===== src/acs_pkg.sv =====
`default_nettype none

package acs_pkg;

   // Register byte offsets on the Wishbone slave
   localparam logic [7:0] ADDR_CTRL0 = 8'h00;
   localparam logic [7:0] ADDR_CTRL2 = 8'h04;
   localparam logic [7:0] ADDR_STAGE = 8'h08;
   localparam logic [7:0] ADDR_PRE = 8'h0C;
   localparam logic [7:0] ADDR_RES_HIGH = 8'h10;
   localparam logic [7:0] ADDR_RES_LOW = 8'h14;
   localparam logic [7:0] ADDR_IRQ_STAT = 8'h18;
   localparam logic [7:0] ADDR_IRQ_MASK = 8'h1C;

   // converter_control_0 layout: bit 2 rc select, bit 1 start/busy, bit 0 enable
   typedef struct packed {
      logic rc_sel;
      logic go;
      logic enable;
   } acs_ctrl_type;
   localparam int CTRL_W = 3;
   localparam acs_ctrl_type CTRL_RST = '{rc_sel: 1'b0, go: 1'b0, enable: 1'b0};

   // conversion_stage_status layout: bit 2 sequence_active, bits 1:0 sequence_stage
   typedef struct packed {
      logic active;
      logic [1:0] stage;
   } acs_stage_type;
   localparam logic [1:0] STAGE_NONE = 2'h0;
   localparam logic [1:0] STAGE_PRE = 2'h1;
   localparam logic [1:0] STAGE_ACQ = 2'h2;
   localparam logic [1:0] STAGE_CONV = 2'h3;

   // Interrupt status and mask layout
   localparam int IRQ_W = 2;
   localparam int IRQ_DONE_BIT = 0;
   localparam int IRQ_ABORT_BIT = 1;
   localparam logic [IRQ_W-1:0] IRQ_RST = 2'h0;

   // trigger_source_select encodings
   localparam int TRIG_SEL_W = 3;
   localparam logic [TRIG_SEL_W-1:0] TRIG_CCP_ONE = 3'h0;
   localparam logic [TRIG_SEL_W-1:0] TRIG_CCP_TWO = 3'h1;
   localparam logic [TRIG_SEL_W-1:0] TRIG_TMR0_OVF = 3'h2;
   localparam logic [TRIG_SEL_W-1:0] TRIG_TMR1_OVF = 3'h3;
   localparam logic [TRIG_SEL_W-1:0] TRIG_TMR2_MATCH = 3'h4;
   localparam int TRIG_SRC_N = 5;
   localparam logic [TRIG_SEL_W-1:0] TRIG_SEL_RST = 3'h0;

   // Timing and widths
   localparam int PRE_W = 7;
   localparam logic [PRE_W-1:0] PRE_RST = 7'h00;
   localparam int INSTR_CLKS = 4;
   localparam int ACQ_TICKS_DEF = 2;
   localparam int RES_W_DEF = 10;
   localparam int LOW_W = 8;

   typedef enum logic [2:0] {
      ST_IDLE,
      ST_DELAY,
      ST_PRE,
      ST_ACQ,
      ST_CONV
   } acs_state_type;

endpackage

`default_nettype wire


===== src/acs_tick_counter.sv =====
`timescale 1ns/1ns
`default_nettype none

// Counts ticks of the stage clock; done pulses on the tick that ends the interval
module acs_tick_counter
   import acs_pkg::*;
#(
   parameter int W = PRE_W
) (
   input wire logic clk_i,
   input wire logic rst_i,
   input wire logic load_i,
   input wire logic [W-1:0] value_i,
   input wire logic tick_i,
   output logic done_o
);

   logic [W-1:0] count;

   always_ff @(posedge clk_i) begin
      if (rst_i) begin
         count <= '0;
      end else if (load_i) begin
         count <= value_i;
      end else if (tick_i && count != '0) begin
         count <= count - 1'b1;
      end
   end

   // Value n ends on the n-th tick after the load, value 0 on the first
   assign done_o = tick_i && (count <= W'(1));

endmodule

`default_nettype wire


===== src/acs_sequencer.sv =====
`timescale 1ns/1ns
`default_nettype none

// Contract
// - Writing start=1 with enable set begins a conversion sequence.
// - On completion: clear start, set done flag, load high and low results.
// - Software clearing start aborts; in the conversion stage the partial result is stored, unresolved bits copy last resolved.
// - Reset returns all registers to defaults, converter off, sequence abandoned.
// - With RC clock, start waits one extra instruction cycle for sleep.
// - Completion in sleep with done interrupt enabled wakes the device.
// - Completion in sleep with done interrupt masked powers down, enable stays.
// - Sleep without RC clock aborts conversion and powers down, enable stays.
// - Selected trigger source sets the start bit in hardware.
// - Pre-charge lasts field value in instruction cycles; zero skips it.
// - RC clock selected also times pre-charge and acquisition.
module acs_sequencer
   import acs_pkg::*;
#(
   parameter int RES_W = RES_W_DEF,
   parameter int ACQ_TICKS = ACQ_TICKS_DEF
) (
   input wire logic clk_i,
   input wire logic rst_i,
   input wire logic wb_cyc_i,
   input wire logic wb_stb_i,
   input wire logic wb_we_i,
   input wire logic [7:0] wb_adr_i,
   input wire logic [3:0] wb_sel_i,
   input wire logic [31:0] wb_dat_i,
   output logic [31:0] wb_dat_o,
   output logic wb_ack_o,
   input wire logic [TRIG_SRC_N-1:0] trig_i,
   input wire logic rc_tick_i,
   input wire logic sleep_i,
   input wire logic comp_i,
   output logic [RES_W-1:0] sar_code_o,
   output logic precharge_o,
   output logic sample_o,
   output logic converting_o,
   output logic powered_o,
   output logic wake_o,
   output logic irq_o
);

   localparam int IDX_W = $clog2(RES_W);

   function automatic logic reg_hit(input logic [7:0] adr, input logic [7:0] off);
      return adr[7:2] == off[7:2];
   endfunction

   // Unresolved bits at and below idx take the value of the last resolved bit
   function automatic logic [RES_W-1:0] fill_partial(input logic [RES_W-1:0] r, input logic [IDX_W-1:0] i);
      logic [RES_W-1:0] f;
      logic lastb;
      f = r;
      lastb = 1'b0;
      if (int'(i) < RES_W - 1) begin
         lastb = r[int'(i) + 1];
      end
      for (int k = 0; k < RES_W; k++) begin
         if (k <= int'(i)) begin
            f[k] = lastb;
         end
      end
      return f;
   endfunction

   acs_ctrl_type ctrl;
   acs_ctrl_type wctl;
   acs_state_type state;
   acs_state_type next_state;
   acs_state_type first_stage;
   acs_stage_type stage_stat;
   logic ack;
   logic [31:0] rdata;
   logic [TRIG_SEL_W-1:0] trig_sel;
   logic [PRE_W-1:0] pre_cycles;
   logic [IRQ_W-1:0] irq_stat;
   logic [IRQ_W-1:0] irq_mask;
   logic [IRQ_W-1:0] irq_set;
   logic [IRQ_W-1:0] irq_clr;
   logic [RES_W-1:0] res;
   logic [RES_W-1:0] result;
   logic [IDX_W-1:0] idx;
   logic [$clog2(INSTR_CLKS)-1:0] div;
   logic instr_tick;
   logic tick;
   logic sleep_q;
   logic sleep_rise;
   logic pd;
   logic req;
   logic acc;
   logic wr;
   logic wr_ctrl0;
   logic trig_hit;
   logic sw_start;
   logic hw_start;
   logic start;
   logic sw_abort;
   logic sleep_kill;
   logic kill;
   logic done_evt;
   logic cnt_load;
   logic cnt_done;
   logic [PRE_W-1:0] cnt_value;
   logic [RES_W-1:0] partial;

   ////////////////////////////////////////////////////////////////////////////
   // Wishbone slave: ack one cycle after the request, data registered with it

   assign req = wb_cyc_i && wb_stb_i;
   assign acc = req && ack;
   assign wr = acc && wb_we_i && wb_sel_i[0];
   assign wr_ctrl0 = wr && reg_hit(wb_adr_i, ADDR_CTRL0);
   assign wctl = acs_ctrl_type'(wb_dat_i[CTRL_W-1:0]);

   always_ff @(posedge clk_i) begin
      if (rst_i) begin
         ack <= 1'b0;
      end else begin
         ack <= req && !ack;
      end
   end
   assign wb_ack_o = ack;

   always_comb begin
      rdata = 32'h0000_0000;
      if (reg_hit(wb_adr_i, ADDR_CTRL0)) begin
         rdata[CTRL_W-1:0] = ctrl;
      end else if (reg_hit(wb_adr_i, ADDR_CTRL2)) begin
         rdata[TRIG_SEL_W-1:0] = trig_sel;
      end else if (reg_hit(wb_adr_i, ADDR_STAGE)) begin
         rdata[2:0] = stage_stat;
      end else if (reg_hit(wb_adr_i, ADDR_PRE)) begin
         rdata[PRE_W-1:0] = pre_cycles;
      end else if (reg_hit(wb_adr_i, ADDR_RES_HIGH)) begin
         rdata[RES_W-LOW_W-1:0] = result[RES_W-1:LOW_W];
      end else if (reg_hit(wb_adr_i, ADDR_RES_LOW)) begin
         rdata[LOW_W-1:0] = result[LOW_W-1:0];
      end else if (reg_hit(wb_adr_i, ADDR_IRQ_STAT)) begin
         rdata[IRQ_W-1:0] = irq_stat;
      end else if (reg_hit(wb_adr_i, ADDR_IRQ_MASK)) begin
         rdata[IRQ_W-1:0] = irq_mask;
      end
   end

   always_ff @(posedge clk_i) begin
      if (rst_i) begin
         wb_dat_o <= 32'h0000_0000;
      end else if (req && !ack) begin
         wb_dat_o <= rdata;
      end
   end

   ////////////////////////////////////////////////////////////////////////////
   // Control registers

   always_ff @(posedge clk_i) begin
      if (rst_i) begin
         ctrl <= CTRL_RST;
      end else begin
         if (wr_ctrl0) begin
            ctrl.enable <= wctl.enable;
            ctrl.rc_sel <= wctl.rc_sel;
         end
         if (start) begin
            ctrl.go <= 1'b1;
         end else if (done_evt || kill) begin
            ctrl.go <= 1'b0;
         end
      end
   end

   always_ff @(posedge clk_i) begin
      if (rst_i) begin
         trig_sel <= TRIG_SEL_RST;
         pre_cycles <= PRE_RST;
         irq_mask <= IRQ_RST;
      end else if (wr) begin
         if (reg_hit(wb_adr_i, ADDR_CTRL2)) begin
            trig_sel <= wb_dat_i[TRIG_SEL_W-1:0];
         end
         if (reg_hit(wb_adr_i, ADDR_PRE)) begin
            pre_cycles <= wb_dat_i[PRE_W-1:0];
         end
         if (reg_hit(wb_adr_i, ADDR_IRQ_MASK)) begin
            irq_mask <= wb_dat_i[IRQ_W-1:0];
         end
      end
   end

   ////////////////////////////////////////////////////////////////////////////
   // Start and abort decisions

   // Out-of-range selects trigger nothing
   assign trig_hit = (int'(trig_sel) < TRIG_SRC_N) ? trig_i[trig_sel] : 1'b0;
   assign sw_start = wr_ctrl0 && wctl.go && wctl.enable;
   assign hw_start = ctrl.enable && trig_hit;
   assign start = (state == ST_IDLE) && (sw_start || hw_start);
   // Turning the converter off also stops the sequence
   assign sw_abort = wr_ctrl0 && (!wctl.go || !wctl.enable) && (state != ST_IDLE);
   assign sleep_rise = sleep_i && !sleep_q;
   assign sleep_kill = sleep_rise && !ctrl.rc_sel && (state != ST_IDLE);
   assign kill = sw_abort || sleep_kill;

   ////////////////////////////////////////////////////////////////////////////
   // Stage timing: instruction cycle or RC tick

   always_ff @(posedge clk_i) begin
      if (rst_i) begin
         div <= '0;
      end else if (instr_tick) begin
         div <= '0;
      end else begin
         div <= div + 1'b1;
      end
   end
   assign instr_tick = (int'(div) == INSTR_CLKS - 1);
   assign tick = ctrl.rc_sel ? rc_tick_i : instr_tick;

   assign first_stage = (pre_cycles != '0) ? ST_PRE : ST_ACQ;

   always_comb begin
      next_state = state;
      case (state)
         ST_IDLE: begin
            if (start) begin
               // Extra instruction cycle lets a sleep instruction execute first
               next_state = ctrl.rc_sel ? ST_DELAY : first_stage;
            end
         end
         ST_DELAY: begin
            if (instr_tick) begin
               next_state = first_stage;
            end
         end
         ST_PRE: begin
            if (cnt_done) begin
               next_state = ST_ACQ;
            end
         end
         ST_ACQ: begin
            if (cnt_done) begin
               next_state = ST_CONV;
            end
         end
         ST_CONV: begin
            if (tick && idx == '0) begin
               next_state = ST_IDLE;
            end
         end
         default: begin
            next_state = ST_IDLE;
         end
      endcase
      if (kill) begin
         next_state = ST_IDLE;
      end
   end

   always_ff @(posedge clk_i) begin
      if (rst_i) begin
         state <= ST_IDLE;
      end else begin
         state <= next_state;
      end
   end

   assign cnt_load = (next_state != state) && (next_state == ST_PRE || next_state == ST_ACQ);
   assign cnt_value = (next_state == ST_PRE) ? pre_cycles : PRE_W'(ACQ_TICKS);

   acs_tick_counter #(
      .W(PRE_W)
   ) u_stage_timer (
      .clk_i(clk_i),
      .rst_i(rst_i),
      .load_i(cnt_load),
      .value_i(cnt_value),
      .tick_i(tick),
      .done_o(cnt_done)
   );

   ////////////////////////////////////////////////////////////////////////////
   // Successive approximation, one bit per stage tick

   assign done_evt = (state == ST_CONV) && tick && (idx == '0) && !kill;

   always_ff @(posedge clk_i) begin
      if (rst_i) begin
         res <= '0;
         idx <= '0;
      end else if (state != ST_CONV && next_state == ST_CONV) begin
         res <= {1'b1, {(RES_W - 1){1'b0}}};
         idx <= IDX_W'(RES_W - 1);
      end else if (state == ST_CONV && tick && !kill) begin
         res[idx] <= comp_i;
         if (idx != '0) begin
            res[idx - 1'b1] <= 1'b1;
            idx <= idx - 1'b1;
         end
      end
   end

   assign partial = fill_partial(res, idx);

   always_ff @(posedge clk_i) begin
      if (rst_i) begin
         result <= '0;
      end else if (done_evt) begin
         result <= {res[RES_W-1:1], comp_i};
      end else if (kill && state == ST_CONV) begin
         result <= partial;
      end
   end

   ////////////////////////////////////////////////////////////////////////////
   // Sleep handling and power

   always_ff @(posedge clk_i) begin
      if (rst_i) begin
         sleep_q <= 1'b0;
         pd <= 1'b0;
         wake_o <= 1'b0;
      end else begin
         sleep_q <= sleep_i;
         wake_o <= done_evt && sleep_i && irq_mask[IRQ_DONE_BIT];
         if ((done_evt && sleep_i && !irq_mask[IRQ_DONE_BIT]) || (sleep_rise && !ctrl.rc_sel)) begin
            pd <= 1'b1;
         end else if (!sleep_i) begin
            pd <= 1'b0;
         end
      end
   end

   ////////////////////////////////////////////////////////////////////////////
   // Interrupts: only the bits actually returned are cleared by the read

   assign irq_set = {kill, done_evt};
   assign irq_clr = (acc && !wb_we_i && reg_hit(wb_adr_i, ADDR_IRQ_STAT)) ? wb_dat_o[IRQ_W-1:0] : '0;

   always_ff @(posedge clk_i) begin
      if (rst_i) begin
         irq_stat <= IRQ_RST;
      end else begin
         irq_stat <= (irq_stat & ~irq_clr) | irq_set;
      end
   end

   assign irq_o = |(irq_stat & irq_mask);

   ////////////////////////////////////////////////////////////////////////////
   // Status and datapath outputs

   always_comb begin
      stage_stat.active = ctrl.go;
      stage_stat.stage = (state == ST_PRE) ? STAGE_PRE :
                         (state == ST_ACQ) ? STAGE_ACQ :
                         (state == ST_CONV) ? STAGE_CONV : STAGE_NONE;
   end
   assign sar_code_o = res;
   assign precharge_o = (state == ST_PRE);
   assign sample_o = (state == ST_ACQ);
   assign converting_o = (state == ST_CONV);
   assign powered_o = ctrl.enable && !pd;
endmodule

`default_nettype wire


===== config.mk =====
export PLATFORM = sky130hd
export DESIGN_NAME = acs_sequencer
export DESIGN_NICKNAME = d
export VERILOG_FILES = /design/src/acs_pkg.sv /design/src/acs_tick_counter.sv /design/src/acs_sequencer.sv
export SDC_FILE = /design/constraint.sdc
export NUM_CORES = 1
export LEC_CHECK = 0
export BUFFER_PORTS_ARGS = -buffer_cell sky130_fd_sc_hd__buf_2
export CORE_UTILIZATION = 46
export DETAILED_ROUTE_END_ITERATION = 16
export PLACE_DENSITY = 0.75
export SLEW_MARGIN = 20
export SYNTH_ARGS = -nofsm -noshare
export SYNTH_HDL_FRONTEND = slang
export SYNTH_SLANG_ARGS = --single-unit

===== constraint.sdc =====
create_clock -name clk_i -period 2.3 [get_ports clk_i]
set_input_delay 0.115 -clock clk_i [delete_from_list [all_inputs] [get_ports clk_i]]
set_output_delay 0.115 -clock clk_i [all_outputs]
set_load 0.02 [all_outputs]

## Yosys cells after proc, flatten, opt, wreduce, memory -nomap -nowiden

Cells that the tools add are included.

| word-level totals | value |
|---|---|
| input port bits | 57 |
| word-level logic and storage cells | 197 |
| output and inout bits | 49 |
| register bits after elaboration | 65 |

| operators by class | value |
|---|---|
| multiplexer cells | 64 |
| bitwise gates (word level) | 5 |
| $lt $le $gt $ge | 18 |
| reduce and logical (&&, ||, !) cells | 68 |
| equal/unequal tests | 18 |
| add/sub/neg operators | 4 |

Operators by type and width:

| cell | count |
|---|---|
| 10-bit two-way mux | 5 |
| 1-bit logical AND | 33 |
| 7-bit two-way mux | 4 |
| 3-bit two-way mux | 9 |
| 6-bit by 3-bit equality test with 1-bit output, second input constant | 4 |
| 1-bit two-way mux | 23 |
| 2-bit two-way mux | 9 |
| 3-bit by 4-bit <= comparator with 1-bit output, first input constant | 4 |
| 5-bit two-way mux | 3 |
| 3-bit one-hot mux with 5 select lines | 1 |
| 7-bit nonzero test | 2 |
| 3-bit by 2-bit equality test with 1-bit output, second input constant | 4 |
| 6-bit by 2-bit equality test with 1-bit output, second input constant | 2 |
| 4-bit two-way mux | 3 |
| 6-bit two-way mux | 2 |
| 10-bit bitwise mux | 1 |
| 4-bit by 5-bit < comparator with 1-bit output, second input constant | 2 |
| 10-bit bitwise OR | 1 |
| 2-bit AND reduction | 5 |
| 2-bit nonzero test | 5 |
| 1-bit zero test | 9 |
| 1-bit demux with 4-bit select | 2 |
| 4-bit by 1-bit greater-or-equal comparator with 1-bit output, second input constant | 2 |
| 2-bit by 4-bit <= comparator with 1-bit output, first input constant | 2 |
| other kinds (30) | 40 |

## Longest topological paths before layout

Gate-level depths: netlist of the first run.

| logic depth | value |
|---|---|
| word-level depth | 16 |
| mapped depth | 10 |
| gate-level depth less buffers | 8 |

## By module

From an unflattened synthesis of the first run, not the netlist that was laid out.

| unflattened totals | value |
|---|---|
| cell total of the unflattened synthesis | 519 |
| area total of the unflattened synthesis | 4187.8 sq um |

By module, submodules not included:

| module | cells an instance | times used | area each (sq um) | seq. area each (sq um) |
|---|---|---|---|---|
| acs_sequencer | 457 | 1 | 3641.0 | 1161.1 |
| acs_tick_counter | 62 | 1 | 546.8 | 140.1 |

## Least setup slack after synthesis of the first run

No wires, ideal clock.

| timing path | value |
|---|---|
| path kind | flip-flop to flip-flop |
| start point | reg idx[1] |
| end point | reg result[1] |
| path buffers | 1 |
| data arrival time | 2.047 ns |
| stages on the path, launching flop included | 9 |
| slack | 0.119 ns |
| data required time | 2.166 ns |
| clock period less this slack | 2.181 ns |
| setup time | 0.134 ns |
| cell sequence | dfxtp_1 > clkbuf_1 > inv_1 > ha_1 > mux4_2 > o21ai_0 > a21oi_1 > o211ai_2 > o22ai_1 |

| between the ends | value |
|---|---|
| word-level cells in the longest chain between the ends | 8 |
| elaborated cells between the ends (all ways) | 14 |
| those cells by class | add/sub (1); order compare (2); mux (7); reduce/logical (4) |

Ends and longest elaborated chain:

| item | line | source |
|---|---|---|
| start: declaration | acs_sequencer.sv:84 | `logic [IDX_W-1:0] idx;` |
| start signal: assignment | acs_sequencer.sv:294 | `idx <= IDX_W'(RES_W - 1);` |
| start signal: assignment | acs_sequencer.sv:299 | `idx <= idx - 1'b1;` |
| 4-bit by 1-bit adder with 5-bit output | acs_sequencer.sv:58 | `lastb = r[int'(i) + 1];` |
| 1-bit binary-select mux with 4-bit select | acs_sequencer.sv:58 |  |
| 1-bit two-way mux (implied by the code) (2 in a row) | acs_sequencer.sv:58 |  |
| 1-bit two-way mux | acs_sequencer.sv:57 | `if (int'(i) < RES_W - 1) begin` |
| 1-bit two-way mux | acs_sequencer.sv:61 | `if (k <= int'(i)) begin` |
| 10-bit two-way mux | acs_sequencer.sv:311 | `end else if (kill && state == ST_CONV) begin` |
| 10-bit two-way mux | acs_sequencer.sv:309 | `end else if (done_evt) begin` |
| end signal: assignment | acs_sequencer.sv:310 | `result <= {res[RES_W-1:1], comp_i};` |
| end signal: assignment | acs_sequencer.sv:312 | `result <= partial;` |
| end: declaration | acs_sequencer.sv:83 | `logic [RES_W-1:0] result;` |

Parallel ways exist; a longest one is shown, timed or not. The select of a mux whose other input is x is not followed.
A chain may end at the register's enable or synchronous reset.

## Worst setup path in the final report of the first run

| timing path | value |
|---|---|
| start point | reg div[0] |
| end point | reg u_stage_timer.count[0] |

| between the ends | value |
|---|---|
| word-level cells in the longest chain between the ends | 10 |
| elaborated cells between the ends (all ways) | 19 |
| those cells by class | eq/ne (4); mux (9); reduce/logical (6) |

Ends and longest elaborated chain:

| item | line | source |
|---|---|---|
| start: declaration | acs_sequencer.sv:85 | `logic [$clog2(INSTR_CLKS)-1:0] div;` |
| start signal: assignment | acs_sequencer.sv:215 | `div <= div + 1'b1;` |
| 2-bit by 1-bit equality test with 1-bit output (*) | acs_sequencer.sv:218 | `assign instr_tick = (int'(div) == INSTR_CLKS - 1);` |
| 1-bit two-way mux | acs_sequencer.sv:219 | `assign tick = ctrl.rc_sel ? rc_tick_i : instr_tick;` |
| 1-bit logical AND (on tied branches) | acs_sequencer.sv:248, acs_tick_counter.sv:31 |  |
| 3-bit two-way mux (on tied branches) | acs_sequencer.sv:248, acs_sequencer.sv:238, acs_sequencer.sv:243 |  |
| 3-bit one-hot mux with 5 select lines | acs_sequencer.sv:225 | `case (state)` |
| 3-bit two-way mux | acs_sequencer.sv:256 | `if (kill) begin` |
| 3-bit by 2-bit equality test with 1-bit output (on tied branches) | acs_sequencer.sv:269, acs_sequencer.sv:270 |  |
| 1-bit logical OR | acs_sequencer.sv:269 | `assign cnt_load = (next_state != state) && (next_state == ST_PRE \|\| next_state == ST_ACQ);` |
| 1-bit logical AND | acs_sequencer.sv:269 |  |
| 7-bit two-way mux / 2-bit nonzero test (equally long branches) | - |  |
| end signal: assignment | acs_tick_counter.sv:24 | `count <= value_i;` |
| end signal: assignment | acs_tick_counter.sv:26 | `count <= count - 1'b1;` |
| end: declaration | acs_tick_counter.sv:18 | `logic [W-1:0] count;` |

Mark *: on every way between the ends. The rest lies on a longest branch, timed or not.

==> results of run 1 <==
logic make-up after synthesis:
logic type	share of synthesized area, %
compound gates	21.8
xor+xnor	1.51
fa+ha+maj	2.77
buf+inv	8.85
flops	32.0
mux	8.79
other cells	0.0921
simple gates	24.2
placed cells by master, fill, tap and decap left out, types with 9 or more instances in the layout:
cell and instances:
buf_2 51, nand2_1 36, conb_1 24, nor2_1 56, dfxtp_1 64, nand4_1 10
a31oi_1 11, inv_1 16, clkbuf_8 10, buf_4 24, mux2i_1 23, ha_1 9
nor3_1 12, a21oi_1 28, nor2b_1 11, nand3_1 17, a22oi_1 12
where the power goes:
part | internal, mW | total [mW] | switching, mW
Combinational | 0.0495 | 0.178 | 0.129
Clock | 0.527 | 0.979 | 0.453
Sequential | 1.13 | 1.14 | 0.00418
Total | 1.71 | 2.30 | 0.586
worst register-to-register path: cells and delay by family (launching register included):
family / cells / cell delay [ns]
compound gates: 4 / 0.82
fa+ha+maj: 1 / 0.24
buf+inv: 1 / 0.19
flops: 1 / 0.31
mux: 2 / 0.54
repair_timing:
action	CTS	global route
buffers inserted	0	4
gates resized for setup	0	4
setup endpoints to repair	0	4
hold endpoints to repair	0	0
hold buffers	0	0
sequential cells by signal (all words and copies together), names as in the netlist:
name,count
trig_sel,3
state,3
wb_ack_o,1
irq_stat,2
div,2
u_stage_timer.count,7
result,10
ctrl,3
pd,1
sar_code_o,10
idx,4
wb_dat_o,8
irq_mask,2
wake_o,1
pre_cycles,7
sleep_q,1
per-stage QoR:
stage	cell area [um^2]	worst slack (ns)	util (%)	hold WS, ns	total power [mW]
2_1_floorplan	4160	0.119	-	0.206	1.31
3_3_place_gp	4400	0.152	52.5	0.352	1.33
3_5_place_dp	4400	0.0761	52.5	0.364	1.34
4_1_cts	4590	0.0516	54.8	0.00297	2.30
5_1_grt	4640	0.00977	55.3	0.0112	2.37
6_report	4640	0.137	55.3	0.00333	2.30
layer usage:
metal | up-vias | track usage (%) | routed length, um
met3 | 21 | 5.37 | 724
met2 | 140 | 41.1 | 5090
met1 | 1814 | 31.0 | 4690
met5 | - | 0 | 0
li1 | 1859 | - | -
met4 | 0 | 7.96 | 275
cell usage after synthesis (6+ instances only):
master	instances	area [um^2]
dfxtp_1	65	1300
nor2_1	56	210
nand2_1	36	135
a21oi_1	28	140
buf_4	24	180
mux2i_1	23	230
clkbuf_1	21	78.8
nand3_1	17	85.1
inv_1	16	60.1
a22oi_1	12	90.1
a31oi_1	12	75.1
nor3_1	12	60.1
nor2b_1	11	68.8
nand4_1	10	62.6
ha_1	9	113
and3_1	8	50.1
o21ai_0	8	40.0
o22ai_1	8	50.1
a211oi_1	6	45.0
xnor2_1	6	52.6
worst min-delay path by stage:
stage	slack (ns)	end	startpoint	cells after the start
after detailed placement	0.36	pre_cycles[3]	wb_dat_i[3]	3
after floorplan	0.21	sleep_q	rst_i	1
after global placement	0.35	pre_cycles[5]	wb_dat_i[5]	3
final	0.003	pre_cycles[3]	wb_dat_i[3]	3
after global routing	0.01	pre_cycles[4]	wb_dat_i[4]	3
after CTS	0.003	pre_cycles[3]	wb_dat_i[3]	3
area by class of cell:
| cell class | instances | area (um^2) |
|---|---|---|
| clock inverters | 5 | 55.1 |
| flip-flops and latches | 65 | 1300 |
| inverters | 17 | 63.8 |
| clock buffers | 11 | 141 |
| well taps | 105 | 131 |
| repair buffers | 75 | 435 |
| fillers | 781 | 3740 |
| multi-input cells | 378 | 2510 |
==> summary.txt, run 1 <==
status -> finished clean
Mapped Cells -> 490
Slew Viols, Final -> 0
DIE AREA -> 9230 um^2
Die Y -> 96.1 um
placed insts -> 636
Initial Util -> 48.6%
fmax -> 0.462 GHz
Pre-antenna DRT Iters -> 4
CP Depth -> 8
CTS Buf Count -> 9
synthesized cell area -> 4070 um^2
Synth Flop Type -> dfxtp_1
CTS Sinks -> 65
fraction of registers with async set/reset -> 0%
Critical Path RT -> 2.57 ns
core area -> 8380 um^2
DRC viols -> 0
DR vias -> 3834
first-pass GRT wire length -> 17.3 mm
antenna-violating nets left -> 0
antenna violations before repair -> 0
mean post-synth cell area -> 8.31 um^2
CTS tree -> done
Rows -> 33
DR iter-0 viols -> 199
MaxCap Viol Count -> 0
FF+latch count, synth -> 65
Critical path destination -> u_stage_timer.count[0]
vias in the first global route -> 3551
Ports -> 106
area delta synth->final -> 13.9%
worst slew pin tran -> 0.640 ns
Routed WL -> 10.8 mm
CP Buf/Inv Count -> 1
Final Critical Period -> 2.16 ns
library cells used by synthesis -> 75
hpwl dp -> 8.03 mm
worst IR drop on VDD -> 308 uV
final setup fails -> 0
IO Port Bufs -> 51
final hold violation count -> 0
largest net degree at the start of global routing -> 48
slowest stage cell, crit path -> a211o_1
kind of critical path -> flop to flop
synth warn -> 0
RSZ-0062 raised after global routing -> no
Worst setup EP type -> flop
Post-synth EDFFs -> 0
gr ovfl total -> 0
CP max FO -> 6
Final Cycle Share -> 94.0%
share of cells above drive strength 1 -> 21.6%
GRT Total Usage -> 24.5%
Worst path max stage delay -> 0.36 ns
diode count -> 0
Setup TNS -> 0 ns
r2r startpoint -> div[0]
kind of cell adding the most delay to the critical path -> compound AO/OA/AOI/OAI gates
vias per cell -> 5.84
clk slew on worst S/H paths -> 0.08 ns
Max-Slew Margin vs Limit -> 57.2%
r2r worst-path depth -> 8
NumNets Final -> 612
Clock Skew -> 0.0112 ns
clock tree buffer depth -> 2
RePlAce Congestion -> 0.889
Max H-tree Level -> 3
Hold Path Class -> input port to flop
Leakage -> 1.83 nW
sequential fraction of the synthesis area -> 32.0%
Worst setup SP type -> flop
Die X -> 96.1 um
WL per Instance -> 16.4 um
Root Buffer -> clkbuf_8
crit path launch -> div[0]
worst skew pair latency -> 0.35 ns
Final Instance Count excl. Fillers -> 656
crit path DAT -> 2.44 ns
critical-path cell list -> ha_1, mux2_2, o2111ai_1, o21ai_0, a211o_1, a21oi_4, buf_4, mux2i_1
Power Dens Cells -> 495 nW/um^2
FF-to-FF End -> u_stage_timer.count[0]
r2r setup slk -> 0.14 ns
Power figures use the tool's default switching activity.
==> inputs of run 2 (changes only) <==
CORE_ASPECT_RATIO = 0.8   (was not set)
==> run 2 against run 1 <==
  * Total power rose by 0.83%
  * Fmax fell by 1.2%
  * Final area rose by 1.6%
  * Utilization barely moved
  * Register-to-register slack got worse by 0.03 ns
  * Clock skew fell by 0.0013 ns
  * Global-route usage rose by 0.99 points
  * Sequential cell count did not move
  * Clock power rose by 1%
  * Via count rose by 1.2%
  * Critical path depth did not move
  * Critical path type unchanged
  * Worst setup slack got worse by 0.027 ns
==> summary.txt, run 2 (synthesized netlist as in run 1, its figures left out) <==
status -> finished clean
area of all placed cells without fillers -> 4710 um^2 (+1.6%)
Clock Skew -> 0.00983 ns (-0.00135 ns)
MaxCap Viol Count -> 0 (unchanged)
sink of the worst hold path -> pre_cycles[3]
Max-Slew Margin vs Limit -> 52.1% (-5.1 points)
hpwl dp -> 8.26 mm (+2.9%)
Hold Path Cell Cnt -> 3 (unchanged)
kind of critical path -> flop to flop
gr ovfl total -> 0 (unchanged)
r2r startpoint -> div[0]
share of cells above drive strength 1 -> 21.8% (+0.23 points)
DRC viols -> 0 (unchanged)
r2r worst-path depth -> 8 (unchanged)
worst slew pin tran -> 0.715 ns (+0.0754 ns)
vias per cell -> 5.78 (-1.0%)
crit path DAT -> 2.48 ns (+0.04 ns)
Hold Path Class -> input port to flop
antenna violations before repair -> 0 (unchanged)
clk slew on worst S/H paths -> 0.07 ns (about the same)
Final Critical Period -> 2.19 ns (+0.0271 ns)
DR iter-0 viols -> 324 (+63%)
Worst path max stage delay -> 0.37 ns (about the same)
dpl ws -> 0.0779 ns (+0.00176 ns)
vias in the first global route -> 3521 (-0.84%)
Die X -> 107 um (+12%)
IO Port Bufs -> 51 (unchanged)
Rows -> 30 (-9.1%)
Die Y -> 86.1 um (-10%)
Ports -> 106 (unchanged)
fmax -> 0.457 GHz (-1.2%)
slack of the critical path -> 0.110 ns (-0.0271 ns)
Root Buffer -> clkbuf_8
RSZ-0062 raised after global routing -> no
most common cell after layout, fill and taps aside -> dfxtp_1
CP max FO -> 6 (unchanged)
Initial Util -> 47.8% (-0.79 points)
final hold violation count -> 0 (unchanged)
Final Cycle Share -> 95.2% (+1.2 points)
GRT Total Usage -> 25.5% (+0.99 points)
largest net degree at the start of global routing -> 48 (unchanged)
clock tree buffer depth -> 2 (unchanged)
slowest stage cell, crit path -> a211o_1
Critical Path RT -> 2.59 ns (+0.02 ns)
Worst setup SP type -> flop
core area -> 8520 um^2 (+1.7%)
CTS tree -> done
worst IR drop on VDD -> 398 uV (+29%)
Pre-antenna DRT Iters -> 5 (+1)
Power Dens Cells -> 491 nW/um^2 (-0.81%)
Finished Core Util -> 55.3% (about the same)
antenna-violating nets left -> 0 (unchanged)
Worst setup EP type -> flop
DR vias -> 3881 (+1.2%)
Max H-tree Level -> 3 (unchanged)
worst skew pair latency -> 0.36 ns (about the same)
Routed WL -> 11.1 mm (+3.2%)
CTS Buf Count -> 9 (unchanged)
r2r setup slk -> 0.11 ns (-0.03 ns)
Filler Cell Count -> 799 (+2.3%)
NumNets Final -> 620 (+1.3%)
critical-path cell list -> ha_1, mux2_2, o2111ai_1, o21ai_0, a211o_1, a21oi_4, buf_4, mux2i_1
CTS Sinks -> 65 (unchanged)
final setup fails -> 0 (unchanged)
area delta synth->final -> 15.8%
first-pass GRT wire length -> 18.0 mm (+4.0%)
worst min-delay path startpoint -> wb_dat_i[3]
commonest non-fill, non-tap cells in the layout -> 65 x dfxtp_1, 56 x nor2_1, 51 x buf_2, 36 x nand2_1, 29 x buf_4
Setup TNS -> 0 ns (unchanged)
Leakage -> 1.87 nW (+2.2%)
placed cell areas -> 4470 um^2 (+1.7%)
FF-to-FF End -> u_stage_timer.count[4]
RePlAce Congestion -> 0.959 (+7.9%)
Slew Viols, Final -> 0 (unchanged)
diode count -> 0 (unchanged)
WL per Instance -> 16.6 um (+0.88%)
Design Power -> 2.31 mW (+0.83%)
DIE AREA -> 9230 um^2 (about the same)
-- run 2: cell count changes in the layout (fill, tap and decap cells not counted), sizes merged --
cell and delta:
buf +5, clkinvlp -2, clkinv +1, dlygate4sd3 +3
clkbuf +1
-- run 2: repair_timing --
item / 4_1_cts / 5_1_grt
hold buffers: 3 / 0
resized for setup: 0 / 3
endpoints found under the setup margin: 0 / 3
hold endpoints to repair: 3 / 0
buffers inserted: 0 / 0
-- run 2: area by class of cell --
type	instances	area (um^2)	area share (%)
inverter	17	63.8	1.35
clock buffer	12	145	3.08
tap	112	140	2.97
sequential	65	1300	27.6
timing repair buffer	83	503	10.7
clock inverter	4	52.6	1.11
multi-input combinational	378	2510	53.2
-- run 2: worst max-delay path by stage --
stage / endpoint / slack [ns] / cells after the start / from
final: u_stage_timer.count[4] / 0.11 / 8 / div[0]
after global routing: sar_code_o[8] / 0.001 / 7 / div[0]
after CTS: u_stage_timer.count[1] / 0.06 / 7 / div[0]
after detailed placement: u_stage_timer.count[1] / 0.08 / 7 / div[0]
after global placement: u_stage_timer.count[1] / 0.15 / 7 / div[0]
after floorplan: result[1] / 0.12 / 8 / idx[1]
-- run 2: report_power, final --
part / switching, mW / internal (mW) / leakage [nW]
combinational: 0.129 / 0.0561 / 1.24
sequential: 0.00427 / 1.13 / 0.525
clock: 0.459 / 0.533 / 0.101
total: 0.592 / 1.72 / 1.87
-- run 2: metrics by stage --
stage | hold slack (ns) | std cells
4_1_cts | 0.0205 | 671
3_3_place_gp | 0.357 | 652
5_1_grt | 0.0538 | 671
6_report | 0.0317 | 671
2_1_floorplan | 0.206 | 513
3_5_place_dp | 0.357 | 652
-- run 2: worst max-delay path, delay by kind of cell (launching register included) --
| family | cells | cell delay (ns) |
|---|---|---|
| flops | 1 | 0.32 |
| compound gates | 4 | 0.84 |
| mux | 2 | 0.53 |
| buf+inv | 1 | 0.19 |
| fa+ha+maj | 1 | 0.25 |
-- run 2: layer usage --
metal	vias to the layer above	part of all wire, %	global-route usage, %
met1	1811	46	35.5
met5	-	0	0
met3	22	9.6	7.60
li1	1870	-	-
met2	178	43	38.3
met4	0	1.7	6.72
